### src/rtl/power_state_pkg.sv
package power_state_pkg;

	// ----------------------------------------------------------------
	// clock and timing
	// ----------------------------------------------------------------
	localparam int CLK_HZ = 10_000_000;
	localparam int PWM_STEPS = 100;
	localparam int PWM_SLOW_HZ = 100;
	localparam int PWM_FAST_HZ = 1000;
	localparam int PWM_SLOW_TICK = CLK_HZ / (PWM_SLOW_HZ * PWM_STEPS);
	localparam int PWM_FAST_TICK = CLK_HZ / (PWM_FAST_HZ * PWM_STEPS);
	localparam int KEY_FILTER_DEFAULT = 100;

	// ----------------------------------------------------------------
	// register numbers and reset values
	// ----------------------------------------------------------------
	localparam logic [3:0] REG_CTRL1 = 4'h1;
	localparam logic [3:0] REG_KEY_CFG = 4'h6;
	localparam logic [3:0] REG_DUTY = 4'h8;
	localparam logic [3:0] REG_STATUS = 4'hD;
	localparam logic [7:0] CTRL1_RESET = 8'h12;
	localparam logic [7:0] KEY_CFG_RESET = 8'h00;
	localparam logic [6:0] DUTY_RESET = 7'h00;
	localparam logic [7:0] STATUS_RESET = 8'h40;

	// ----------------------------------------------------------------
	// field positions
	// ----------------------------------------------------------------
	localparam int CTRL_PWREN = 7;
	localparam int CTRL_SELF_TEST = 6;
	localparam int CTRL_SENSOR = 4;
	localparam int CTRL_KEY_OUT_ON = 2;
	localparam int CFG_HSD = 7;
	localparam int ST_ANY = 7;
	localparam int ST_KEY_LOW = 6;
	localparam int ST_PWREN = 5;
	localparam int ST_PIN = 4;
	localparam logic [1:0] PWM_NONE = 2'b00;
	localparam logic [1:0] PWM_SLOW = 2'b01;
	localparam logic [1:0] PWM_FAST = 2'b10;
	localparam logic [1:0] PWM_EXT = 2'b11;
	localparam logic [6:0] DUTY_MAX = 7'h64;

	// ----------------------------------------------------------------
	// spi frame
	// ----------------------------------------------------------------
	localparam logic [4:0] FRAME_BITS = 5'h10;
	localparam int FRAME_WR = 15;

	typedef enum logic [1:0] {PS_SLEEP, PS_NORMAL, PS_PREP} power_state_t;

	typedef struct packed {
		logic regulator;
		logic host;
		logic sensor;
	} supplies_t;

endpackage : power_state_pkg

### src/rtl/power_state_controller.sv
`timescale 1ns/1ns
// Summary of operation
// - key high past filter, battery present: power-on reset then Normal
// - qualification timer rejects short key transients
// - key high enables regulator and host supplies, sensor supply if control one bit 4 is set
// - once enabled, outputs follow their control registers or inputs
// - during power-on reset outputs off, open-load detect on, registers to defaults
// - key low and hold low: Sleep, supplies off, key-status low
// - Sleep turns off every output, source and sink except open-load detect
// - key rising in Sleep wakes regulator and issues power-on reset
// - key high: Normal, supplies on, key-status high in key-follow mode, hold ignored
// - hold bit in control register one enables prepare-to-shutdown
// - prepare-to-shutdown: supplies on, outputs off, relay two kept only while relay_two_shutdown_disable is high
// - only hold bit or key high ends shutdown; host writes zero to reach Sleep
// - key level readable in the status register
// - self-test bit 6 disconnects status, host may write ones
// - otherwise host only clears status bits, hardware sets them
// - clearing self-test restores status defaults and sources
// - watchdog reset clears self-test; host ends test before timeout
// - key-follow: key-status output equals key level
// - config bit 7 picks key-follow or spi high-side drive
// - high-side drive can be pulse-width modulated for an led
// - config bits 1-0: none, 100 Hz, 1 kHz, external pin /100
// - 7-bit duty in 1% steps, codes above 100 saturate
// - hold bit is control one bit 7: 0 Sleep, 1 shutdown prep
module power_state_controller
	import power_state_pkg::*;
#(
	parameter int KEY_FILTER_CYCLES = KEY_FILTER_DEFAULT
) (
	// clock and reset
	input wire logic clk,
	input wire logic rst,
	// pins from the vehicle
	input wire logic key_switch_in,
	input wire logic battery_supply,
	input wire logic ext_pwm_in,
	// spi pins
	input wire logic spi_sclk,
	input wire logic spi_cs_n,
	input wire logic spi_si,
	output logic spi_so,
	output logic spi_so_oe,
	// on-chip sources
	input wire logic [3:0] fault_in,
	input wire logic watchdog_reset,
	input wire logic relay_two_shutdown_disable,
	// power and output control
	output supplies_t supplies,
	output logic outputs_enable,
	output logic relay_two_enable,
	output logic open_load_detect_en,
	output logic power_on_reset,
	output power_state_t state,
	output logic key_status_output_pin
);

	// ----------------------------------------------------------------
	// synchronisers
	// ----------------------------------------------------------------
	logic [4:0] pin_m, pin_s;
	logic sclk_d, cs_d, ext_d, cs_m, cs_s;
	always_ff @(posedge clk) begin
		pin_m <= {key_switch_in, battery_supply, ext_pwm_in, spi_sclk, spi_si};
		pin_s <= pin_m;
		sclk_d <= pin_s[1];
		ext_d <= pin_s[2];
		cs_d <= cs_s;
	end
	always_ff @(posedge clk) begin
		cs_m <= spi_cs_n;
		cs_s <= cs_m;
	end
	wire key_s = pin_s[4];
	wire batt_s = pin_s[3];
	wire si_s = pin_s[0];

	// ----------------------------------------------------------------
	// spi slave
	// ----------------------------------------------------------------
	// sampled by clk, so sclk must stay well below clk/4
	logic [15:0] rx, tx, next_rx, next_tx;
	logic [4:0] bits, next_bits;
	logic [3:0] last_addr, next_last_addr;
	logic commit, next_commit, next_so;
	logic [7:0] ctrl, key_cfg, status;
	logic [6:0] duty;
	logic [7:0] rd_data;
	always_comb begin
		unique case (last_addr)
			REG_CTRL1: rd_data = ctrl;
			REG_KEY_CFG: rd_data = key_cfg;
			REG_DUTY: rd_data = {1'b0, duty};
			REG_STATUS: rd_data = status;
			default: rd_data = 8'h00;
		endcase
	end
	always_comb begin
		next_rx = rx;
		next_tx = tx;
		next_bits = bits;
		next_so = spi_so;
		next_commit = 1'b0;
		next_last_addr = last_addr;
		if (cs_d && !cs_s) begin
			next_bits = 5'h00;
			next_tx = {8'h00, rd_data};
			next_so = 1'b0;
		end else if (!cs_s && pin_s[1] && !sclk_d) begin
			next_rx = {rx[14:0], si_s};
			next_bits = bits + 5'h01;
		end else if (!cs_s && !pin_s[1] && sclk_d) begin
			next_tx = {tx[14:0], 1'b0};
			next_so = tx[14];
		end else if (!cs_d && cs_s && bits == FRAME_BITS) begin
			next_commit = rx[FRAME_WR];
			next_last_addr = rx[11:8];
		end
	end
	always_ff @(posedge clk) begin
		if (rst) begin
			rx <= 16'h0000;
			tx <= 16'h0000;
			bits <= 5'h00;
			spi_so <= 1'b0;
			spi_so_oe <= 1'b0;
			commit <= 1'b0;
			last_addr <= 4'h0;
		end else begin
			rx <= next_rx;
			tx <= next_tx;
			bits <= next_bits;
			spi_so <= next_so;
			spi_so_oe <= !cs_s;
			commit <= next_commit;
			last_addr <= next_last_addr;
		end
	end
	wire [3:0] wr_addr = last_addr;
	wire [7:0] wr_data = rx[7:0];

	// ----------------------------------------------------------------
	// key filter and power states
	// ----------------------------------------------------------------
	logic key_q, next_key_q;
	logic [15:0] key_cnt, next_key_cnt;
	power_state_t next_state;
	supplies_t next_supplies;
	logic next_por;
	always_comb begin
		next_key_q = key_q;
		next_key_cnt = 16'h0000;
		if (key_s != key_q) begin
			if (key_cnt == 16'(KEY_FILTER_CYCLES - 1))
				next_key_q = key_s;
			else
				next_key_cnt = key_cnt + 16'h0001;
		end
		next_state = state;
		next_por = 1'b0;
		unique case (state)
			PS_SLEEP: if (key_q && batt_s) begin
				next_state = PS_NORMAL;
				next_por = 1'b1;
			end
			PS_NORMAL: if (!key_q)
				next_state = ctrl[CTRL_PWREN] ? PS_PREP : PS_SLEEP;
			PS_PREP: if (key_q)
				next_state = PS_NORMAL;
			else if (!ctrl[CTRL_PWREN])
				next_state = PS_SLEEP;
			default: next_state = PS_SLEEP;
		endcase
		next_supplies.regulator = next_state != PS_SLEEP;
		next_supplies.host = next_state != PS_SLEEP;
		next_supplies.sensor = next_state != PS_SLEEP && ctrl[CTRL_SENSOR];
	end
	always_ff @(posedge clk) begin
		if (rst) begin
			key_q <= 1'b0;
			key_cnt <= 16'h0000;
			state <= PS_SLEEP;
			supplies <= '0;
			power_on_reset <= 1'b0;
			outputs_enable <= 1'b0;
			relay_two_enable <= 1'b0;
			open_load_detect_en <= 1'b1;
		end else begin
			key_q <= next_key_q;
			key_cnt <= next_key_cnt;
			state <= next_state;
			supplies <= next_supplies;
			power_on_reset <= next_por;
			// outputs held off in the power-on reset cycle
			outputs_enable <= next_state == PS_NORMAL && !next_por;
			relay_two_enable <= (next_state == PS_NORMAL && !next_por)
				|| (next_state == PS_PREP && relay_two_shutdown_disable);
			open_load_detect_en <= 1'b1;
		end
	end

	// ----------------------------------------------------------------
	// registers
	// ----------------------------------------------------------------
	logic [7:0] next_ctrl, next_key_cfg, next_status;
	logic [6:0] next_duty;
	wire self_test = ctrl[CTRL_SELF_TEST];
	always_comb begin
		next_ctrl = ctrl;
		next_key_cfg = key_cfg;
		next_duty = duty;
		next_status = status;
		if (self_test) begin
			if (commit && wr_addr == REG_STATUS)
				next_status = wr_data;
		end else begin
			next_status[3:0] = status[3:0];
			if (commit && wr_addr == REG_STATUS)
				next_status[3:0] = status[3:0] & wr_data[3:0];
			// set wins over a clear in the same cycle
			next_status[3:0] = next_status[3:0] | fault_in;
			next_status[ST_KEY_LOW] = !key_q;
			next_status[ST_PWREN] = ctrl[CTRL_PWREN];
			next_status[ST_PIN] = key_status_output_pin;
			next_status[ST_ANY] = |next_status[3:0];
		end
		if (commit) begin
			unique case (wr_addr)
				REG_CTRL1: next_ctrl = wr_data;
				REG_KEY_CFG: next_key_cfg = wr_data;
				REG_DUTY: next_duty = wr_data[6:0];
				default: ;
			endcase
		end
		if (watchdog_reset)
			next_ctrl[CTRL_SELF_TEST] = 1'b0;
		if (self_test && !next_ctrl[CTRL_SELF_TEST])
			next_status = STATUS_RESET;
	end
	always_ff @(posedge clk) begin
		if (rst || power_on_reset) begin
			ctrl <= CTRL1_RESET;
			key_cfg <= KEY_CFG_RESET;
			duty <= DUTY_RESET;
			status <= STATUS_RESET;
		end else begin
			ctrl <= next_ctrl;
			key_cfg <= next_key_cfg;
			duty <= next_duty;
			status <= next_status;
		end
	end

	// ----------------------------------------------------------------
	// key-status pin and pwm
	// ----------------------------------------------------------------
	// one phase step per 1% of period; external mode steps per rising pin edge
	logic [9:0] tick_cnt, next_tick_cnt;
	logic [6:0] phase, next_phase;
	logic next_pin, step;
	logic [6:0] duty_sat;
	always_comb begin
		duty_sat = duty > DUTY_MAX ? DUTY_MAX : duty;
		next_tick_cnt = tick_cnt + 10'h001;
		step = 1'b0;
		unique case (key_cfg[1:0])
			PWM_SLOW: step = tick_cnt == 10'(PWM_SLOW_TICK - 1);
			PWM_FAST: step = tick_cnt == 10'(PWM_FAST_TICK - 1);
			PWM_EXT: step = pin_s[2] && !ext_d;
			PWM_NONE: step = 1'b0;
		endcase
		if (step || key_cfg[1:0] == PWM_EXT || key_cfg[1:0] == PWM_NONE)
			next_tick_cnt = 10'h000;
		next_phase = phase;
		if (step)
			next_phase = phase == 7'(PWM_STEPS - 1) ? 7'h00 : phase + 7'h01;
		if (state != PS_NORMAL)
			next_pin = 1'b0;
		else if (!key_cfg[CFG_HSD])
			next_pin = key_q;
		else if (!ctrl[CTRL_KEY_OUT_ON])
			next_pin = 1'b0;
		else if (key_cfg[1:0] == PWM_NONE)
			next_pin = 1'b1;
		else
			next_pin = phase < duty_sat;
	end
	always_ff @(posedge clk) begin
		if (rst) begin
			tick_cnt <= 10'h000;
			phase <= 7'h00;
			key_status_output_pin <= 1'b0;
		end else begin
			tick_cnt <= next_tick_cnt;
			phase <= next_phase;
			key_status_output_pin <= next_pin;
		end
	end
endmodule : power_state_controller

### config.mk
export PLATFORM = sky130hd
export DESIGN_NAME = power_state_controller
export DESIGN_NICKNAME = d
export VERILOG_FILES = /design/src/rtl/power_state_pkg.sv /design/src/rtl/power_state_controller.sv
export SDC_FILE = /design/constraint.sdc
export NUM_CORES = 1
export LEC_CHECK = 0
export BUFFER_PORTS_ARGS = -buffer_cell sky130_fd_sc_hd__buf_2
export CAP_MARGIN = 20
export CORE_MARGIN = 5
export CORE_UTILIZATION = 45
export DETAILED_ROUTE_END_ITERATION = 8
export PLACE_DENSITY_LB_ADDON = 0.05
export RECOVER_POWER = 25
export SYNTH_ARGS = -nofsm -noshare
export SYNTH_HDL_FRONTEND = slang
export SYNTH_SLANG_ARGS = --single-unit
### constraint.sdc
create_clock -name clk -period 2.49 [get_ports clk]
set_input_delay 0.747 -clock clk [delete_from_list [all_inputs] [get_ports clk]]
set_output_delay 0.747 -clock clk [all_outputs]
set_load 0.1 [all_outputs]
==> flow_summary.yaml, run 1 <==
clock_network:
  cts_tree: "done"
  cts_hold_buf: 0
  post_cts_buffers: 0
  numCtsBuffers: 17
  cts_sinks: 131
  clock_latency_ns: 0.42
  cts_max_level: 4
  cts_root_buffer: "clkbuf_16"
  clockBufferDepth: 2
  cts.clk_slew.worst_paths_ns: 0.05
  cts_resized: 0
worst_setup_path:
  worstPathMaxFanout: 13
  critPathArrivalTime_ns: 2.64
  start_kind: "flip-flop"
  crit_path_end_kind: "flip-flop"
  critical_path_required_ns: 2.84
  critPathKind: "reg2reg"
die:
  dieArea_um2: 14540
  fp.dieH_um: 120.6
  coreArea_um2: 12010
  fp-row-count: 40
  start_util_pct: 45.81
  die_width_um: 120.6
  io_pins: 26
placed_design:
  post-dp-hpwl_um: 8489
  io_buffers: 24
  dp.cells: 784
  place_congestion: 0.8535
synth:
  ys.flop_type: "dfxtp_1"
  syn_inst: 636
  synth-async-reset-ratio_pct: 0
  synth.top_cells.by_count: "131 x dfxtp_1, 87 x nand2_1, 70 x nor2_1"
  synth_area_um2: 5503
  syn_avg_cell_area_um2: 8.652
  yosysTopAreaCell: "dfxtp_1"
  yosysTopAreaCellShare_pct: 47.66
  synth_nets: 664
  ys_ff_latch: 131
  synth_most_common_cell: "dfxtp_1"
  ys_types: 56
  yosys_warnings: 0
  synth_area_leaders: "dfxtp_1 48%, nand2_1 5.9%, a21oi_1 5.1%, nor2_1 4.8%, ha_1 3.2%"
  synth_edf_count: 0
  synth_seq_area_share_pct: 47.66
power:
  p_clk_share_pct: 50.2
  p_comb_share_pct: 2.4
  power.net_switching_uw: 926.7
  power.density_nw_per_um2: 723.1
  p_int_uw: 3612
  vdd_ir_drop_max_v: 0.0003839
  switching_share_pct: 20.42
  power_leakage_uw: 0.002267
  seq_power_share_pct: 47.4
layout:
  syn2layout_area_growth_pct: 14.07
  layout.nets: 684
  seqCellArea_um2: 2623
  fillers: 1155
  multi_input_area_um2: 2684
  final_cells: 813
  drive_gt1_share_pct: 10.21
  num_antenna_cells: 0
  final_core_util_pct: 52.26
timing:
  fin_skew_ns: 0.01564
  finalCriticalPeriod_ns: 2.288
  worst_pin_slew_ns: 0.6929
  setup_tns_ns: 0
  fin_crit_sh_pct: 91.88
  slew_viol_final: 0
  relSlewSlack_pct: 53.80
  max_freq_mhz: 437.1
  hold_viol: 0
  grt_setup_unrepaired: "no"
  timing.hold.ws_ns: 0.3244
  setup_viol: 0
global_route:
  overflow: 0
  grt_max_degree: 31
  antenna_found_initial: 0
  grt_pass1_vias: 4126
  grt_pass1_wl_um: 20490
  grt_use_total_pct: 17.81
worst_hold_path:
  hp-class: "reg2reg"
detailed_routing:
  wl_per_cell_um: 15.00
  routed.top_layer: "met4"
  ant_nets: 0
  dr_total_vias: 4427
  wl_met2_um: 5798
  totalWireLength_um: 12190
  routed-wl-met3_um: 433
  first_iter_violations: 353
  drc: 0
  viasPerCell: 5.445
  met1_length_um: 5706
  dr.pass1.iters: 4
run:
  cap_violations: 0
run_status:
  status: "completed"
[critical path: stages, from the launching register on]
cell	delay, ns
dfxtp_1	0.40
inv_1	0.07
ha_1	0.28
nor4bb_1	0.29
nand3_1	0.14
o21a_1	0.34
or4_1	0.54
a21oi_1	0.16
[layout make-up]
type,count,share of cell area (%)
sequential,131,41.78
multi-input combinational,458,42.75
clock buffer,23,7.774
timing repair buffer,34,3.050
inverter,14,0.8372
clock inverter,6,0.8770
tap,147,2.930
[placed cells by master (no fill, tap or decap), types with 7 or more instances in the layout]
| cell | n |
|---|---|
| nand4_1 | 9 |
| nor3_1 | 13 |
| nor2_1 | 70 |
| inv_1 | 14 |
| clkbuf_16 | 17 |
| nand3_1 | 35 |
| buf_4 | 9 |
| xor2_1 | 20 |
| buf_2 | 23 |
| nand2_1 | 87 |
| nor2b_1 | 9 |
| a22o_1 | 7 |
| xnor2_1 | 9 |
| o21ai_0 | 26 |
| a21oi_1 | 56 |
| ha_1 | 14 |
| mux2i_1 | 17 |
| a211oi_1 | 9 |
| dfxtp_1 | 131 |
[routing by layer]
metal | up-vias | GRT usage, %
li1 | 2242 | -
met1 | 2079 | 22.39
met2 | 82 | 28.50
met3 | 24 | 5.192
met4 | 0 | 7.578
met5 | - | 0
[stage by stage]
stage | instance area (µm²) | total power, µW | setup WS (ns)
2_1_floorplan | 5503 | 2269 | 0.3868
3_3_place_gp | 5738 | 2302 | 0.3165
3_5_place_dp | 5738 | 2304 | 0.2012
4_1_cts | 6281 | 4605 | 0.1884
5_1_grt | 6277 | 4727 | 0.05820
6_report | 6277 | 4539 | 0.2022
[power groups by stage]
| stage | clock, µW | sequential, µW | combinational (µW) |
|---|---|---|---|
| final | 2280 | 2150 | 110 |
| after global routing | 2450 | 2150 | 124 |
| after CTS | 2340 | 2150 | 113 |
| after detailed placement | 0 | 2190 | 112 |
| after global placement | 0 | 2190 | 110 |
| after floorplan | 0 | 2190 | 77.2 |
[cell families after synthesis]
| logic type | Yosys count | share of synthesized area [%] |
|---|---|---|
| xor gates and xnor gates | 29 | 4.616 |
| buffers and inverters | 47 | 3.683 |
| AOI/OAI and AO/OA | 123 | 13.26 |
| muxes | 17 | 3.092 |
| DFF | 131 | 47.66 |
| and+or+nand+nor | 274 | 24.44 |
| adders and majority gates | 14 | 3.183 |
| other | 1 | 0.06815 |
[final timing paths]
path,from,to,slack (ns),cells after the start
worst min-delay path,pin_m[2],pin_s[2],0.32,0
worst min register to register,pin_m[2],pin_s[2],0.32,0
worst max register to register,key_cfg[1],phase[5],0.20,7
worst max-delay path,key_cfg[1],phase[5],0.20,7
[sequential cells by signal (all words and copies together) (netlist names), 2 cells and up]
name       count
last_addr      4
tx            15
pin_m          5
key_cnt       16
key_cfg        8
duty           7
status         8
state          2
bits           5
ctrl           8
supplies       2
phase          7
tick_cnt      10
pin_s          5
rx            16
Note: power is estimated with default switching activity, not from simulation.
==> inputs of run 2 (changes only) <==
--- a/config.mk
+++ b/config.mk
@@ -8,10 +8,9 @@
 export BUFFER_PORTS_ARGS = -buffer_cell sky130_fd_sc_hd__buf_2
 export CAP_MARGIN = 20
 export CORE_MARGIN = 5
-export CORE_UTILIZATION = 45
+export CORE_UTILIZATION = 61
 export DETAILED_ROUTE_END_ITERATION = 8
 export PLACE_DENSITY_LB_ADDON = 0.05
-export RECOVER_POWER = 25
 export SYNTH_ARGS = -nofsm -noshare
 export SYNTH_HDL_FRONTEND = slang
 export SYNTH_SLANG_ARGS = --single-unit
==> run 2 against run 1 <==
Setup slack improved by 0.015 ns. Maximum frequency rose by 0.65%. Total power rose by 8.6%. Critical endpoint is now phase[6]. Largest cell class unchanged. Cell area rose by 0.64%. First-iteration DRC count fell by 38%.
==> flow_summary.yaml, run 2 (synthesis results as in run 1) <==
layout:
  final_core_util_pct: 72.09
  final_common_cell: "dfxtp_1"
  most-common-layout-cells: "131 x dfxtp_1, 87 x nand2_1, 70 x nor2_1"
  drive_gt1_share_pct: 10.79
  final_area_um2: 6317
  layout.nets: 683
  num_antenna_cells: 0
  final_cells: 775
  syn2layout_area_growth_pct: 14.80
  fillers: 692
  top_regs: "key_cnt (16), rx (16), tx (15)"
clock_network:
  cts_root_buffer: "clkbuf_8"
  cts_tree: "done"
  cts.clk_slew.worst_paths_ns: 0.06
  numCtsBuffers: 17
  clock_latency_ns: 0.52
  post_cts_buffers: 0
  cts_hold_buf: 0
  cts_max_level: 4
  cts_resized: 0
  cts_sinks: 131
  clockBufferDepth: 2
placed_design:
  place_congestion: 0.9240
  placed_area_um2: 5682
  dp.cells: 744
  io_buffers: 24
  post-dp-hpwl_um: 8298
worst_setup_path:
  r2r-start: "key_cfg[1]"
  crit_path_end_kind: "flip-flop"
  r2r_end: "phase[6]"
  start_kind: "flip-flop"
  worst_path_max_delay_cell: "or4_1"
  critical_path_required_ns: 2.94
  crit_path_cell_trace: "inv_1 -> ha_1 -> nor4bb_1 -> nand3_1 -> o21a_1 -> or4_1 -> a21oi_1"
  worstPathMaxFanout: 13
  critPathArrivalTime_ns: 2.72
  startpoint: "key_cfg[1]"
  reg2reg_depth: 7
  critPathKind: "reg2reg"
  rrSetupSlack_ns: 0.22
  cp_slowest_stage_delay_ns: 0.55
die:
  coreArea_um2: 8763
  io_pins: 26
  dieArea_um2: 11020
  die_width_um: 105.0
  start_util_pct: 62.79
  fp-row-count: 34
  fp.dieH_um: 105.0
power:
  seq_power_share_pct: 43.6
  power_leakage_uw: 0.002302
  power.density_nw_per_um2: 780.2
  p_int_uw: 3911
  p_comb_share_pct: 2.3
  switching_share_pct: 20.64
  power.net_switching_uw: 1017
  p_clk_share_pct: 54.2
  p_total_uw: 4928
  vdd_ir_drop_max_v: 0.0005056
global_route:
  antenna_found_initial: 0
  overflow: 0
  grt_max_degree: 31
  grt_pass1_wl_um: 21100
  grt_use_total_pct: 23.18
  grt_pass1_vias: 4496
detailed_routing:
  dr_total_vias: 4507
  ant_nets: 0
  viasPerCell: 5.815
  wl_per_cell_um: 15.59
  first_iter_violations: 219
  drc: 0
  totalWireLength_um: 12080
  dr.pass1.iters: 5
timing:
  finalCriticalPeriod_ns: 2.273
  slew_viol_final: 0
  relSlewSlack_pct: 57.11
  setup_tns_ns: 0
  hold_viol: 0
  fin_skew_ns: 0.008573
  fin_crit_sh_pct: 91.28
  setup_viol: 0
  grt_setup_unrepaired: "no"
  max_freq_mhz: 440.0
  worst_pin_slew_ns: 0.6386
worst_hold_path:
  hold_depth: 1
  hold_start: "ext_pwm_in"
  hp-class: "in2reg"
  min_delay_worst_endpoint: "pin_m[2]"
run:
  cap_violations: 0
run_status:
  status: "completed"
[run 2: cell count changes in the layout (fill, tap and decap cells not counted)]
cell        before  now
bufinv_16        1    5
clkbuf_1         3    0
clkinv_4         0    3
clkbuf_8         4    2
clkinv_2         5    3
buf_2           23   24
clkbuf_16       17   16
clkbuf_2         1    0
clkinvlp_4       0    1
inv_6            0    1
[run 2: power groups by stage]
stage / Sequential [µW] / Combinational (µW) / Clock [µW]
floorplan: 2190 / 77.2 / 0
global placement: 2190 / 108 / 0
global route: 2150 / 125 / 2820
detailed placement: 2190 / 111 / 0
finish: 2150 / 111 / 2670
CTS: 2150 / 111 / 2710
[run 2: cell type report]
class | count | area [µm²] | area share [%]
Clock buffer | 18 | 427.9 | 6.774
Clock inverter | 13 | 207.7 | 3.288
Inverter | 14 | 52.55 | 0.8318
Multi-Input combinational cell | 458 | 2684 | 42.48
Sequential cell | 131 | 2623 | 41.51
Tap cell | 108 | 135.1 | 2.139
Timing Repair Buffer | 33 | 187.7 | 2.971
[run 2: per-layer routing]
layer	routed length, µm	up-vias	global-route usage (%)
li1	-	2242	-
met1	5383	2142	28.18
met2	5979	99	38.80
met3	460	24	6.720
met4	256	0	8.767
met5	0	-	0
[run 2: critical path: cells and delay by family, from the launching register on]
family                   cells  cell delay (ns)
AO/OA/AOI/OAI                2             0.49
flip-flops                   1             0.41
AND/OR/NAND/NOR              3             0.94
adder cells (fa/ha/maj)      1             0.29
buffers and inverters        1             0.08
[run 2: worst max path at each step]
| stage | end | slack (ns) | depth (start not counted) |
|---|---|---|---|
| floorplan | supplies[2] | 0.39 | 1 |
| global placement | phase[5] | 0.34 | 7 |
| detailed placement | phase[5] | 0.24 | 7 |
| CTS | phase[5] | 0.21 | 7 |
| global route | phase[5] | 0.03 | 7 |
| finish | phase[6] | 0.22 | 7 |
[run 2: through the flow]
stage | hold slack (ns) | worst slack [ns]
floorplan | 0.3096 | 0.3868
global placement | 0.3108 | 0.3390
detailed placement | 0.3121 | 0.2350
CTS | 0.3133 | 0.2103
global route | 0.3016 | 0.02617
finish | 0.3248 | 0.2171
==> inputs of run 3 (changes only) <==
--- a/config.mk
+++ b/config.mk
@@ -5,6 +5,7 @@
 export SDC_FILE = /design/constraint.sdc
 export NUM_CORES = 1
 export LEC_CHECK = 0
+export ABC_AREA = 1
 export BUFFER_PORTS_ARGS = -buffer_cell sky130_fd_sc_hd__buf_2
 export CAP_MARGIN = 20
 export CORE_MARGIN = 5
==> run 3 against run 2 <==
Critical path depth decreased by 6. Global-route usage about the same. Critical endpoint is now power_on_reset. Cell area increased by 1.3%. Wire length increased by 1.8%. Largest power group unchanged. Hold slack about the same. Clock power decreased by 5%. Highest routed layer unchanged.
==> flow_summary.yaml, run 3 <==
power:
  switching_share_pct: 21.63
  vdd_ir_drop_max_v: 0.0005838
  p_comb_share_pct: 2.9
  seq_power_share_pct: 44.8
  power_leakage_uw: 0.002572
  p_clk_share_pct: 52.3
  p_int_uw: 3790
  power.density_nw_per_um2: 755.3
  power.net_switching_uw: 1046
worst_setup_path:
  critPathKind: "reg2out"
  critical_path_required_ns: 1.74
  cp_slowest_stage_delay_ns: 0.46
  start_kind: "flip-flop"
  crit_path_end_kind: "output port"
  worstPathMaxFanout: 2
  crit_path_cell_trace: "buf_2"
  crit_family: "buffers and inverters"
  critPathBufInv: 1
  critPathArrivalTime_ns: 1.38
  worst_path_max_delay_cell: "buf_2"
  rrSetupSlack_ns: 0.69
layout:
  layout.nets: 775
  most-common-layout-cells: "131 x dfxtp_1, 126 x nand2_1, 76 x nor2_1, 76 x a21oi_1, 67 x inv_1"
  num_antenna_cells: 0
  final_cells: 871
  top_regs: "key_cnt (16), rx (16), tx (15)"
  final_common_cell: "dfxtp_1"
  syn2layout_area_growth_pct: 14.27
  drive_gt1_share_pct: 14.34
  fillers: 763
  seqCellArea_um2: 2623
  multi_input_area_um2: 2572
  final_area_um2: 6402
timing:
  fin_skew_ns: 0.008735
  relSlewSlack_pct: 57.67
  setup_tns_ns: 0
  grt_setup_unrepaired: "no"
  fin_crit_sh_pct: 85.36
  finalCriticalPeriod_ns: 2.125
  setup_viol: 0
  worst_pin_slew_ns: 0.6291
  hold_viol: 0
  slew_viol_final: 0
  timing.hold.ws_ns: 0.3249
  max_freq_mhz: 470.5
clock_network:
  cts_max_level: 4
  post_cts_buffers: 0
  cts_hold_buf: 0
  clock_latency_ns: 0.52
  cts_sinks: 131
  clockBufferDepth: 2
  cts_resized: 0
  cts_root_buffer: "clkbuf_8"
  numCtsBuffers: 17
  cts_tree: "done"
  cts.clk_slew.worst_paths_ns: 0.06
placed_design:
  post-dp-hpwl_um: 8692
  place_congestion: 0.8759
  io_buffers: 24
  dp.cells: 839
  placed_area_um2: 5793
die:
  fp-row-count: 35
  die_width_um: 105.8
  start_util_pct: 61.51
  io_pins: 26
  coreArea_um2: 9109
  fp.dieH_um: 105.8
  dieArea_um2: 11200
global_route:
  grt_max_degree: 22
  grt_use_total_pct: 23.20
  grt_pass1_vias: 4543
  overflow: 0
  grt_pass1_wl_um: 21090
  antenna_found_initial: 0
detailed_routing:
  first_iter_violations: 385
  wl_per_cell_um: 14.12
  totalWireLength_um: 12300
  drc: 0
  dr_total_vias: 4769
  ant_nets: 0
  viasPerCell: 5.475
  dr.pass1.iters: 5
synth:
  ys_ff_latch: 131
  synth-async-reset-ratio_pct: 0
  yosysTopAreaCellShare_pct: 46.81
  syn_avg_cell_area_um2: 7.814
  synth_most_common_cell: "dfxtp_1"
  synth_edf_count: 0
  synth_nets: 745
  ys_types: 47
  synth.top_cells.by_count: "131 x dfxtp_1, 126 x nand2_1, 76 x a21oi_1, 76 x nor2_1, 67 x inv_1"
  synth_area_leaders: "dfxtp_1 47%, nand2_1 8.4%, a21oi_1 6.8%, o21ai_0 5.7%, nor2_1 5.1%"
  ys.flop_type: "dfxtp_1"
  synth_seq_area_share_pct: 46.81
  yosys_warnings: 0
  syn_inst: 717
  yosysTopAreaCell: "dfxtp_1"
  synth_area_um2: 5603
run:
  cap_violations: 0
worst_hold_path:
  hp-class: "in2reg"
run_status:
  status: "completed"
-- run 3: through the flow --
stage | setup WS, ns | util, % | power (µW)
2_1_floorplan | 0.3868 | - | 2309
3_3_place_gp | 0.6056 | 63.60 | 2345
3_5_place_dp | 0.5572 | 63.60 | 2349
4_1_cts | 0.3305 | 70.29 | 4870
5_1_grt | 0.3249 | 70.29 | 5005
6_report | 0.3647 | 70.29 | 4836
-- run 3: routing by layer --
metal / track usage [%] / wire (µm)
met3: 6.491 / 509
met5: 0 / 0
met2: 39.25 / 6066
met4: 7.308 / 260
met1: 28.65 / 5459
-- run 3: worst paths after layout --
kind / startpoint / endpoint / cells after the start
max: power_on_reset / power_on_reset / 1
min: spi_cs_n / cs_m / 1
max reg2reg: duty[3] / key_status_output_pin / 13
min reg2reg: pin_m[4] / pin_s[4] / 0
-- run 3: layout make-up --
type	instances	area share [%]
flip-flops and latches	131	40.96
multi-input cells	486	40.18
clock buffers	21	7.172
inverters	84	4.944
clock inverters	11	2.345
repair buffers	27	2.228
well taps	111	2.169
-- run 3: worst reg2reg max path, stage by stage (launching register included) --
cell,delay (ns)
dfxtp_1,0.41
nor2_1,0.09
nand2_1,0.07
nand2_1,0.08
a31oi_1,0.18
nor2_1,0.06
ha_1,0.29
a21oi_1,0.15
nand2_1,0.08
nand2_1,0.06
nand2_1,0.05
nand2_1,0.06
nand2_1,0.05
a21oi_1,0.11
-- run 3: kinds of logic (layout without fill, tap and decap cells) --
group | Yosys count | count (layout) | synth area share (%)
AO/OA/AOI/OAI | 170 | 170 | 16.08
XOR/XNOR | 11 | 11 | 1.719
adder cells (fa/ha/maj) | 14 | 14 | 3.126
buffers and inverters | 100 | 143 | 7.280
flip-flops | 131 | 131 | 46.81
other | 1 | 1 | 0.06693
AND/OR/NAND/NOR | 290 | 290 | 24.92
-- run 3: power groups by stage --
stage	sequential [µW]	clock, µW	combinational, µW
finish	2170	2530	140
global route	2170	2680	157
CTS	2170	2560	140
detailed placement	2210	0	138
global placement	2210	0	134
floorplan	2210	0	101
